[src/logic/ddrw_pkg.sv]
// Purpose: Shared constants and types for the DDR write-burst receiver.
// Assumes: Core clock of 40 ns; link pins sampled, never used as clocks.
// Notes: Command code is {cs_n, ras_n, cas_n, we_n}.
// Contract
// - WRITE carries bank, column, auto precharge choice
// - Write auto precharge after burst plus recovery
// - First element on first strobe rise
// - After burst, pins undriven, extra data ignored
// - New WRITE any edge, concatenates or truncates
// - READ truncation keeps only earlier pairs
// - PRECHARGE truncation keeps only earlier pairs
// - BURST TERMINATE stops read, row stays open
// - Read auto precharge at half burst length
// - PRECHARGE two clocks after READ cuts burst
// - Burst length 2, 4, 8 in programmed order
// - Address bit 10 selects write auto precharge
// - WRITE encoding, accepted only on open row
// - PRECHARGE bit 10 selects all or one bank
`default_nettype none

package ddrw_pkg;
  localparam int unsigned CORE_NS = 40;
  localparam int unsigned DQ_W = 8;
  localparam int unsigned ADDR_W = 13;
  localparam int unsigned BA_W = 2;
  localparam int unsigned COL_W = 10;
  localparam int unsigned NBANK = 4;
  localparam int unsigned AP_BIT = 10;
  localparam int unsigned CNT_W = 4;
  localparam int unsigned FIFO_DEPTH = 4;
  localparam int unsigned WORD_W = DQ_W + BA_W + ADDR_W + COL_W;

  // Write recovery and minimum active time, least times rounded up
  localparam int unsigned TWR_NS = 15;
  localparam int unsigned TWR_RAW = (TWR_NS + CORE_NS - 1) / CORE_NS;
  localparam int unsigned TWR_CYC = (TWR_RAW < 1) ? 1 : TWR_RAW;
  localparam int unsigned TRAS_NS = 40;
  localparam int unsigned TRAS_RAW = (TRAS_NS + CORE_NS - 1) / CORE_NS;
  localparam int unsigned TRAS_CYC = (TRAS_RAW < 1) ? 1 : TRAS_RAW;

  localparam logic [3:0] CMD_ACT = 4'h3;
  localparam logic [3:0] CMD_READ = 4'h5;
  localparam logic [3:0] CMD_WRITE = 4'h4;
  localparam logic [3:0] CMD_PRE = 4'h2;
  localparam logic [3:0] CMD_BST = 4'h6;

  localparam logic [1:0] BL_CODE_2 = 2'h1;
  localparam logic [1:0] BL_CODE_4 = 2'h2;
  localparam logic [1:0] BL_CODE_8 = 2'h3;
  localparam logic [CNT_W-1:0] BL_2 = 4'h2;
  localparam logic [CNT_W-1:0] BL_4 = 4'h4;
  localparam logic [CNT_W-1:0] BL_8 = 4'h8;

  typedef struct packed {
    logic ck;
    logic cke;
    logic [3:0] cmd;
    logic [BA_W-1:0] ba;
    logic [ADDR_W-1:0] addr;
    logic dqs;
    logic [DQ_W-1:0] dq;
    logic dm;
  } pins_s;
endpackage

`default_nettype wire

[src/logic/ddrw_top.sv]
// Purpose: Device-side receiver for DDR write bursts and bank sequencing.
// Assumes: Link clock far slower than core clock; all pins sampled.
// Notes: Captured elements leave as words through a four-deep FIFO.
`default_nettype none

module ddrw_top
  import ddrw_pkg::*;
(
  // Core clock and reset
  input wire logic core_clk,
  input wire logic arst_n,
  // Link command pins
  input wire logic ck,
  input wire logic cke,
  input wire logic cs_n,
  input wire logic ras_n,
  input wire logic cas_n,
  input wire logic we_n,
  input wire logic [BA_W-1:0] ba,
  input wire logic [ADDR_W-1:0] addr,
  // Link data pins
  input wire logic dqs_in,
  output logic dqs_out,
  output logic dqs_oe,
  input wire logic [DQ_W-1:0] dq_in,
  output logic [DQ_W-1:0] dq_out,
  output logic dq_oe,
  input wire logic dm,
  // Static configuration
  input wire logic [1:0] bl_code,
  input wire logic interleave,
  // Written element stream
  output logic wr_valid,
  input wire logic wr_ready,
  output logic [DQ_W-1:0] wr_data,
  output logic [BA_W-1:0] wr_bank,
  output logic [ADDR_W-1:0] wr_row,
  output logic [COL_W-1:0] wr_col,
  // Status
  output logic [NBANK-1:0] bank_open,
  output logic write_active,
  output logic read_active,
  output logic cmd_err,
  output logic fifo_drop
);
  typedef struct packed {
    pins_s s1;
    pins_s s2;
    logic prev_ck;
    logic prev_dqs;
    logic [NBANK-1:0] bank_open;
    logic [NBANK-1:0][ADDR_W-1:0] row;
    logic [NBANK-1:0][CNT_W-1:0] ras_cnt;
    logic q_valid;
    logic q_armed;
    logic [BA_W-1:0] q_bank;
    logic [COL_W-1:0] q_col;
    logic q_ap;
    logic w_active;
    logic [BA_W-1:0] w_bank;
    logic [COL_W-1:0] w_col;
    logic w_ap;
    logic [CNT_W-1:0] w_idx;
    logic [CNT_W-1:0] w_len;
    logic ap_busy;
    logic [BA_W-1:0] ap_bank;
    logic [CNT_W-1:0] ap_cnt;
    logic [CNT_W-1:0] rd_left;
    logic rd_ap;
    logic [BA_W-1:0] rd_bank;
    logic [CNT_W-1:0] rd_half;
    logic [CNT_W-1:0] rd_cnt;
    logic cmd_err;
    logic drop;
    logic pin_oe;
  } st_s;

  st_s r_reg, r_next;
  pins_s pins_now;
  logic ck_rise, ck_fall, dqs_rise, dqs_fall, cmd_ok;
  logic start_ev, take, push, push_ready, cut, wdone_ap;
  logic [CNT_W-1:0] idx, len;
  logic [BA_W-1:0] cap_bank;
  logic [COL_W-1:0] cap_base;
  logic cap_ap;
  logic [WORD_W-1:0] push_word, pop_word;
  function automatic logic [CNT_W-1:0] bl_len(input logic [1:0] code);
    unique case (code)
      BL_CODE_4: return BL_4;
      BL_CODE_8: return BL_8;
      default: return BL_2;
    endcase
  endfunction
  // Column of element i within the burst window, per burst order
  function automatic logic [COL_W-1:0] elem_col(
    input logic [COL_W-1:0] base,
    input logic [CNT_W-1:0] i,
    input logic [CNT_W-1:0] n,
    input logic ilv
  );
    logic [COL_W-1:0] m;
    logic [COL_W-1:0] lo;
    m = COL_W'(n) - 1'b1;
    lo = ilv ? ((base ^ COL_W'(i)) & m) : (COL_W'(base + COL_W'(i)) & m);
    return (base & ~m) | lo;
  endfunction
  assign pins_now = '{ck: ck, cke: cke, cmd: {cs_n, ras_n, cas_n, we_n},
                      ba: ba, addr: addr, dqs: dqs_in, dq: dq_in, dm: dm};
  // Edges seen on the second sync stage only
  assign ck_rise = r_reg.s2.ck && !r_reg.prev_ck;
  assign ck_fall = !r_reg.s2.ck && r_reg.prev_ck;
  assign dqs_rise = r_reg.s2.dqs && !r_reg.prev_dqs;
  assign dqs_fall = !r_reg.s2.dqs && r_reg.prev_dqs;
  assign cmd_ok = ck_rise && r_reg.s2.cke;
  always_comb begin
    r_next = r_reg;
    start_ev = 1'b0;
    take = 1'b0;
    push = 1'b0;
    cut = 1'b0;
    wdone_ap = 1'b0;
    r_next.s1 = pins_now;
    r_next.s2 = r_reg.s1;
    r_next.prev_ck = r_reg.s2.ck;
    r_next.prev_dqs = r_reg.s2.dqs;
    r_next.cmd_err = 1'b0;
    r_next.drop = 1'b0;
    r_next.pin_oe = 1'b0;
    for (int b = 0; b < NBANK; b++) begin
      if (r_reg.ras_cnt[b] < CNT_W'(TRAS_CYC)) begin
        r_next.ras_cnt[b] = CNT_W'(r_reg.ras_cnt[b] + 1'b1);
      end
    end
    if (r_reg.ap_busy) begin
      if (r_reg.ap_cnt >= CNT_W'(TWR_CYC)) begin
        r_next.ap_busy = 1'b0;
        r_next.bank_open[r_reg.ap_bank] = 1'b0;
      end else begin
        r_next.ap_cnt = CNT_W'(r_reg.ap_cnt + 1'b1);
      end
    end
    if (r_reg.rd_ap && r_reg.rd_cnt >= r_reg.rd_half &&
        r_reg.ras_cnt[r_reg.rd_bank] >= CNT_W'(TRAS_CYC)) begin
      r_next.rd_ap = 1'b0;
      r_next.bank_open[r_reg.rd_bank] = 1'b0;
    end
    if (dqs_rise && r_reg.q_valid && r_reg.q_armed) begin
      start_ev = 1'b1;
      r_next.q_valid = 1'b0;
      r_next.w_active = 1'b1;
      r_next.w_bank = r_reg.q_bank;
      r_next.w_col = r_reg.q_col;
      r_next.w_ap = r_reg.q_ap;
      r_next.w_len = bl_len(bl_code);
    end
    idx = start_ev ? '0 : r_reg.w_idx;
    len = start_ev ? bl_len(bl_code) : r_reg.w_len;
    cap_bank = start_ev ? r_reg.q_bank : r_reg.w_bank;
    cap_base = start_ev ? r_reg.q_col : r_reg.w_col;
    cap_ap = start_ev ? r_reg.q_ap : r_reg.w_ap;
    take = start_ev || (r_reg.w_active && (dqs_rise || dqs_fall));
    if (take) begin
      push = !r_reg.s2.dm;
      if (push && !push_ready) begin
        r_next.drop = 1'b1;
      end
      r_next.w_idx = CNT_W'(idx + 1'b1);
      if (CNT_W'(idx + 1'b1) == len) begin
        r_next.w_active = 1'b0;
        if (cap_ap) begin
          wdone_ap = 1'b1;
          r_next.ap_busy = 1'b1;
          r_next.ap_bank = cap_bank;
          r_next.ap_cnt = '0;
        end
      end
    end
    if (ck_fall && r_reg.q_valid) begin
      r_next.q_armed = 1'b1;
    end
    if (cmd_ok) begin
      if (r_reg.rd_left != '0) begin
        r_next.rd_left = CNT_W'(r_reg.rd_left - 1'b1);
      end
      if (r_reg.rd_ap && r_reg.rd_cnt < r_reg.rd_half) begin
        r_next.rd_cnt = CNT_W'(r_reg.rd_cnt + 1'b1);
      end
      case (r_reg.s2.cmd)
        CMD_ACT: begin
          r_next.bank_open[r_reg.s2.ba] = 1'b1;
          r_next.row[r_reg.s2.ba] = r_reg.s2.addr;
          r_next.ras_cnt[r_reg.s2.ba] = '0;
        end
        CMD_WRITE: begin
          if (!r_reg.bank_open[r_reg.s2.ba]) begin
            r_next.cmd_err = 1'b1;
          end else begin
            r_next.q_valid = 1'b1;
            r_next.q_armed = 1'b0;
            r_next.q_bank = r_reg.s2.ba;
            r_next.q_col = r_reg.s2.addr[COL_W-1:0];
            r_next.q_ap = r_reg.s2.addr[AP_BIT];
          end
        end
        CMD_READ: begin
          if (!r_reg.bank_open[r_reg.s2.ba]) begin
            r_next.cmd_err = 1'b1;
          end else begin
            cut = r_reg.w_active || r_reg.q_valid;
            r_next.w_active = 1'b0;
            r_next.q_valid = 1'b0;
            r_next.rd_half = CNT_W'(bl_len(bl_code) >> 1);
            r_next.rd_left = CNT_W'(bl_len(bl_code) >> 1);
            r_next.rd_bank = r_reg.s2.ba;
            r_next.rd_ap = r_reg.s2.addr[AP_BIT];
            r_next.rd_cnt = '0;
          end
        end
        CMD_PRE: begin
          cut = r_reg.w_active || r_reg.q_valid;
          r_next.w_active = 1'b0;
          r_next.q_valid = 1'b0;
          if (r_reg.s2.addr[AP_BIT]) begin
            r_next.bank_open = '0;
            r_next.rd_left = '0;
          end else begin
            r_next.bank_open[r_reg.s2.ba] = 1'b0;
            if (r_reg.rd_bank == r_reg.s2.ba) begin
              r_next.rd_left = '0;
            end
          end
        end
        CMD_BST: begin
          r_next.rd_left = '0;
        end
        default: begin
        end
      endcase
    end
  end

  always_ff @(posedge core_clk or negedge arst_n) begin
    if (!arst_n) begin
      r_reg <= '0;
    end else begin
      r_reg <= r_next;
    end
  end

  assign push_word = {r_reg.s2.dq, cap_bank, r_reg.row[cap_bank],
                      elem_col(cap_base, idx, len, interleave)};

  ddrw_fifo #(
    .W(WORD_W),
    .D(FIFO_DEPTH)
  ) u_fifo (
    .clk(core_clk),
    .arst_n(arst_n),
    .in_valid(push),
    .in_ready(push_ready),
    .in_data(push_word),
    .out_valid(wr_valid),
    .out_ready(wr_ready),
    .out_data(pop_word)
  );

  assign {wr_data, wr_bank, wr_row, wr_col} = pop_word;
  assign dqs_out = 1'b0;
  assign dq_out = '0;
  assign dqs_oe = r_reg.pin_oe;
  assign dq_oe = r_reg.pin_oe;
  assign bank_open = r_reg.bank_open;
  assign write_active = r_reg.w_active;
  assign read_active = (r_reg.rd_left != '0);
  assign cmd_err = r_reg.cmd_err;
  assign fifo_drop = r_reg.drop;
endmodule

`default_nettype wire

[src/logic/ddrw_fifo.sv]
// Purpose: Small FIFO between the strobe capture and the user stream.
// Assumes: One clock; push and pop may share a cycle.
// Notes: Read data come straight from the storage registers.
`default_nettype none

module ddrw_fifo #(
  parameter int unsigned W = 8,
  parameter int unsigned D = 4
) (
  // Clock and reset
  input wire logic clk,
  input wire logic arst_n,
  // Filling side
  input wire logic in_valid,
  output logic in_ready,
  input wire logic [W-1:0] in_data,
  // Draining side
  output logic out_valid,
  input wire logic out_ready,
  output logic [W-1:0] out_data
);
  localparam int unsigned PW = (D > 1) ? $clog2(D) : 1;
  localparam int unsigned CW = $clog2(D + 1);

  typedef struct packed {
    logic [D-1:0][W-1:0] mem;
    logic [PW-1:0] wp;
    logic [PW-1:0] rp;
    logic [CW-1:0] cnt;
  } fifo_s;

  fifo_s r_reg, r_next;
  logic do_push, do_pop;

  function automatic logic [PW-1:0] ptr_inc(input logic [PW-1:0] p);
    return (p == PW'(D - 1)) ? '0 : PW'(p + 1'b1);
  endfunction

  assign in_ready = (r_reg.cnt != CW'(D));
  assign out_valid = (r_reg.cnt != '0);
  assign out_data = r_reg.mem[r_reg.rp];
  assign do_push = in_valid && in_ready;
  assign do_pop = out_valid && out_ready;

  always_comb begin
    r_next = r_reg;
    if (do_push) begin
      r_next.mem[r_reg.wp] = in_data;
      r_next.wp = ptr_inc(r_reg.wp);
    end
    if (do_pop) begin
      r_next.rp = ptr_inc(r_reg.rp);
    end
    if (do_push && !do_pop) begin
      r_next.cnt = CW'(r_reg.cnt + 1'b1);
    end else if (do_pop && !do_push) begin
      r_next.cnt = CW'(r_reg.cnt - 1'b1);
    end
  end

  always_ff @(posedge clk or negedge arst_n) begin
    if (!arst_n) begin
      r_reg <= '0;
    end else begin
      r_reg <= r_next;
    end
  end
endmodule

`default_nettype wire

[config.mk]
export PLATFORM = sky130hd
export DESIGN_NAME = ddrw_top
export DESIGN_NICKNAME = d
export VERILOG_FILES = /design/src/logic/ddrw_pkg.sv /design/src/logic/ddrw_top.sv /design/src/logic/ddrw_fifo.sv
export SDC_FILE = /design/constraint.sdc
export NUM_CORES = 1
export LEC_CHECK = 0
export ABC_CLOCK_PERIOD_IN_PS = 4600
export BUFFER_PORTS_ARGS = -buffer_cell sky130_fd_sc_hd__buf_2
export CAP_MARGIN = 20
export CORE_ASPECT_RATIO = 1.25
export CORE_MARGIN = 2
export CORE_UTILIZATION = 53
export DETAILED_ROUTE_END_ITERATION = 10
export PLACE_DENSITY = 0.71
export RECOVER_POWER = 50
export SLEW_MARGIN = 25
export SYNTH_ARGS = -nofsm -noshare
export SYNTH_HDL_FRONTEND = slang
export SYNTH_HIERARCHICAL = 1
export SYNTH_SLANG_ARGS = --single-unit
[constraint.sdc]
create_clock -name core_clk -period 4.6 [get_ports core_clk]
set_clock_uncertainty 0.1 [all_clocks]
set_input_delay 0.46 -clock core_clk [delete_from_list [all_inputs] [get_ports core_clk]]
set_output_delay 0.46 -clock core_clk [all_outputs]
set_load 0.1 [all_outputs]
==> impl_summary.txt <==
----------------------------------------------------
[Global route]
  Congestion Overflow GR ... 0
  Tot GR Track Use ... 20.6%
  Initial antenna violation count ... 0
  First-pass GRT wire length ... 48.2 mm
  Largest net degree at the start of global routing ... 108
  Number of global-route vias before repair ... 9251

[Placed design]
  HPWL after DPL ... 19.0 mm
  Input/output buffers ... 78
  GPL Wtd Cong ... 0.779

[Setup path]
  Worst EP arrival ... 3840 ps
  Data required time at the worst endpoint ... 4890 ps
  Sort of element at the end of the critical path ... register
  Kind of start point of the critical path ... register
  Startpoint-to-endpoint class of the critical path ... register to register
  Max Fanout on Critical Path ... 16

[Timing]
  Final hold violation count ... 0
  Final setup TNS ... 0 ps
  Post-layout min period ... 3550 ps
  RSZ-0062 raised after global routing ... no
  Relative slew slack ... -76.8%
  Period Utilization, post-route ... 77.1%
  Number of setup violations in the final report ... 0
  Measured slew at the worst slew-check pin ... 2650 ps
  Hold Slack ... 133 ps
  Max Freq ... 0.282 GHz
  Max Slew Vio Count ... 106

[Clocking]
  CTS tree ... built
  CTS max path bufs ... 3
  Cts bufs inserted ... 35
  Clock insertion delay at the later pin of the skew report ... 510 ps
  TritonCTS sink count ... 334
  Clock slew seen by the registers of the worst setup and hold paths ... 60 ps
  CTS H-tree lvls ... 2
  Cell at the root of the clock tree ... clkbuf_16

[Synth]
  Synthesized flop and latch total ... 334
  Fraction of registers with async set/reset ... 100%
  Part of the Yosys area used for sequential elements ... 57.6%
  Number of synthesized flops with an enable pin ... 0
  Main flop type after synthesis ... dfrtp_1
  Cell area after synthesis ... 0.0145 mm^2
  Post-Synthesis Cells ... 1099
  Cell taking the most area after synthesis ... dfrtp_1
  Number of warnings reported in the yosys synthesis log ... 6
  Count of distinct cell types in the synthesized netlist ... 62
  Most area-consuming cells after synthesis ... dfrtp_1 (58%), mux2_2 (15%), mux4_2 (5.3%)
  Fraction of post-synthesis cell area in the top cell type by area ... 57.6%
  Mean area per synthesized cell ... 13.2 um^2

[Floorplan]
  Die span in x ... 152 um
  Placement row count ... 67
  Core area ... 0.0269 mm^2
  Number of placed I/O pins ... 90
  Initial Util ... 53.9%
  Height of the die ... 189 um
  Area enclosed by the die boundary ... 0.0287 mm^2

[Route]
  Vias/cell ... 5.52
  Antenna-violating nets left ... 0
  Starting DRT DRC Count ... 453
  First-pass detailed-route iteration total ... 4
  Number of vias after detailed routing ... 8745
  DRC violation count after routing ... 0
  Routed len/inst ... 18.0 um
  Aggregate routed wire length ... 28.6 mm

[Layout]
  Final core utilization ... 61.8%
  Register cell area after layout ... 0.00836 mm^2
  Max FFs per register ... 147
  Most common library cell in the layout ignoring fill and taps ... dfrtp_1
  Number of nets in the layout ... 1283
  Syn-to-layout area delta ... 14.6%
  Top library cells by usage in the layout, fill and taps aside ... dfrtp_1 (333), mux2_2 (192), nand2_1 (156), buf_2 (72), nor2_1 (48)
  Antenna cells ... 0
  Total area of multi-input combinational cells ... 0.00565 mm^2
  Share of cells above drive strength 1 ... 31.4%
  Final-layout fill cell count ... 2077

[Pwr]
  Worst vdd rail ir drop ... 0.374 mV
  Total Power Consumption ... 9.59 mW
  Power per standard cell area ... 577 mW/mm^2
  Leakage power total ... 8.08 nW

[Hold path]
  Path category of the worst min-delay check ... input pin to register

[Status]
  Outcome ... complete, but fails checks
  Violated checks ... capacitance limit, slew limit

[Run]
  Max capacitance violation total ... 1

----------------------------------------------------
[cells by family after synthesis]
logic type	after synthesis	share of synthesized area, %
multiplexers	234	20.8
XOR/XNOR	27	1.63
flip-flops	334	57.6
other	1	0.0258
AND/OR/NAND/NOR	304	10.2
AO/OA/AOI/OAI	72	3.13
adder cells (fa/ha/maj)	31	2.78
buffers and inverters	96	3.87
[metal layers]
layer,GRT usage [%],share of wire (%),vias to the layer above
li1,-,-,4026
met1,26.8,43,4527
met2,36.1,51,148
met3,3.55,3.8,44
met4,5.32,1.9,0
met5,0,0,-
[power by group]
part | switching (mW) | leakage (nW) | total [mW] | internal [mW]
clock network | 1.11 | 0.583 | 2.85 | 1.73
registers | 0.431 | 4.30 | 3.86 | 3.43
logic | 1.86 | 3.19 | 2.89 | 1.03
[cell type report]
type / instances / share of cell area, %
Tap cell: 345 / 2.60
Clock buffer: 56 / 6.78
Multi-Input combinational cell: 679 / 34.0
Clock inverter: 6 / 0.361
Inverter: 36 / 0.812
Timing Repair Buffer: 129 / 5.21
Sequential cell: 334 / 50.3
[cells in the mapped netlist, drive strengths merged, types with 5 or more instances]
| cell type | n |
|---|---|
| and3 | 15 |
| ha | 29 |
| and2 | 7 |
| xor2 | 10 |
| nand2 | 156 |
| nand2b | 7 |
| mux2 | 192 |
| nor2b | 10 |
| nor3 | 6 |
| buf | 47 |
| xnor2 | 17 |
| mux4 | 34 |
| nor2 | 53 |
| clkbuf | 13 |
| nand3 | 11 |
| o21ai | 17 |
| a21o | 5 |
| inv | 36 |
| nand4 | 5 |
| a31oi | 20 |
| a21oi | 15 |
| nor3b | 6 |
| mux2i | 8 |
| dfrtp | 334 |
| nor4 | 6 |
[worst max-delay path: stages (launching register included)]
cell and delay, ps:
dfrtp_1 380, ha_1 210, nand3_1 170, clkbuf_1 610
and2_1 310, ha_1 230, xor2_1 200, xnor2_1 140
nand3_1 170, nor4b_4 510, mux2_2 380
[path summary, 6_finish.rpt]
kind	end	slack, ps	from	cells past startpoint
max	r_reg[22]$_DFFE_PN0P_	1050	r_next[134]$_DFF_PN0_	10
min	r_reg[7]$_DFFE_PN0P_	130	bl_code[1]	2
max reg2reg	r_reg[22]$_DFFE_PN0P_	1050	r_next[134]$_DFF_PN0_	10
min reg2reg	r_reg[153]$_DFF_PN0_	240	r_next[153]$_DFF_PN0_	0
max in group asynchronous	bank_open[3]$_DFF_PN0_	1490	arst_n	3
min in group asynchronous	u_fifo/r_reg[9]$_DFFE_PN0P_	1230	arst_n	2
[repair_timing]
action | 4_1_cts | 5_1_grt
gates resized for setup | 0 | 0
setup buffers | 0 | 0
hold buffers | 32 | 0
endpoints found under the hold margin | 134 | 0
[stage by stage]
| step | setup slack [ps] | instances | instance area (um^2) |
|---|---|---|---|
| after CTS | 1280 | 1585 | 16700 |
| after global routing | 767 | 1585 | 16600 |
| after detailed placement | 1400 | 1491 | 15100 |
| after global placement | 1480 | 1491 | 15100 |
| after floorplan | 1600 | 1109 | 14600 |
| final | 1050 | 1585 | 16600 |
Note: power is estimated with default switching activity, not from simulation.
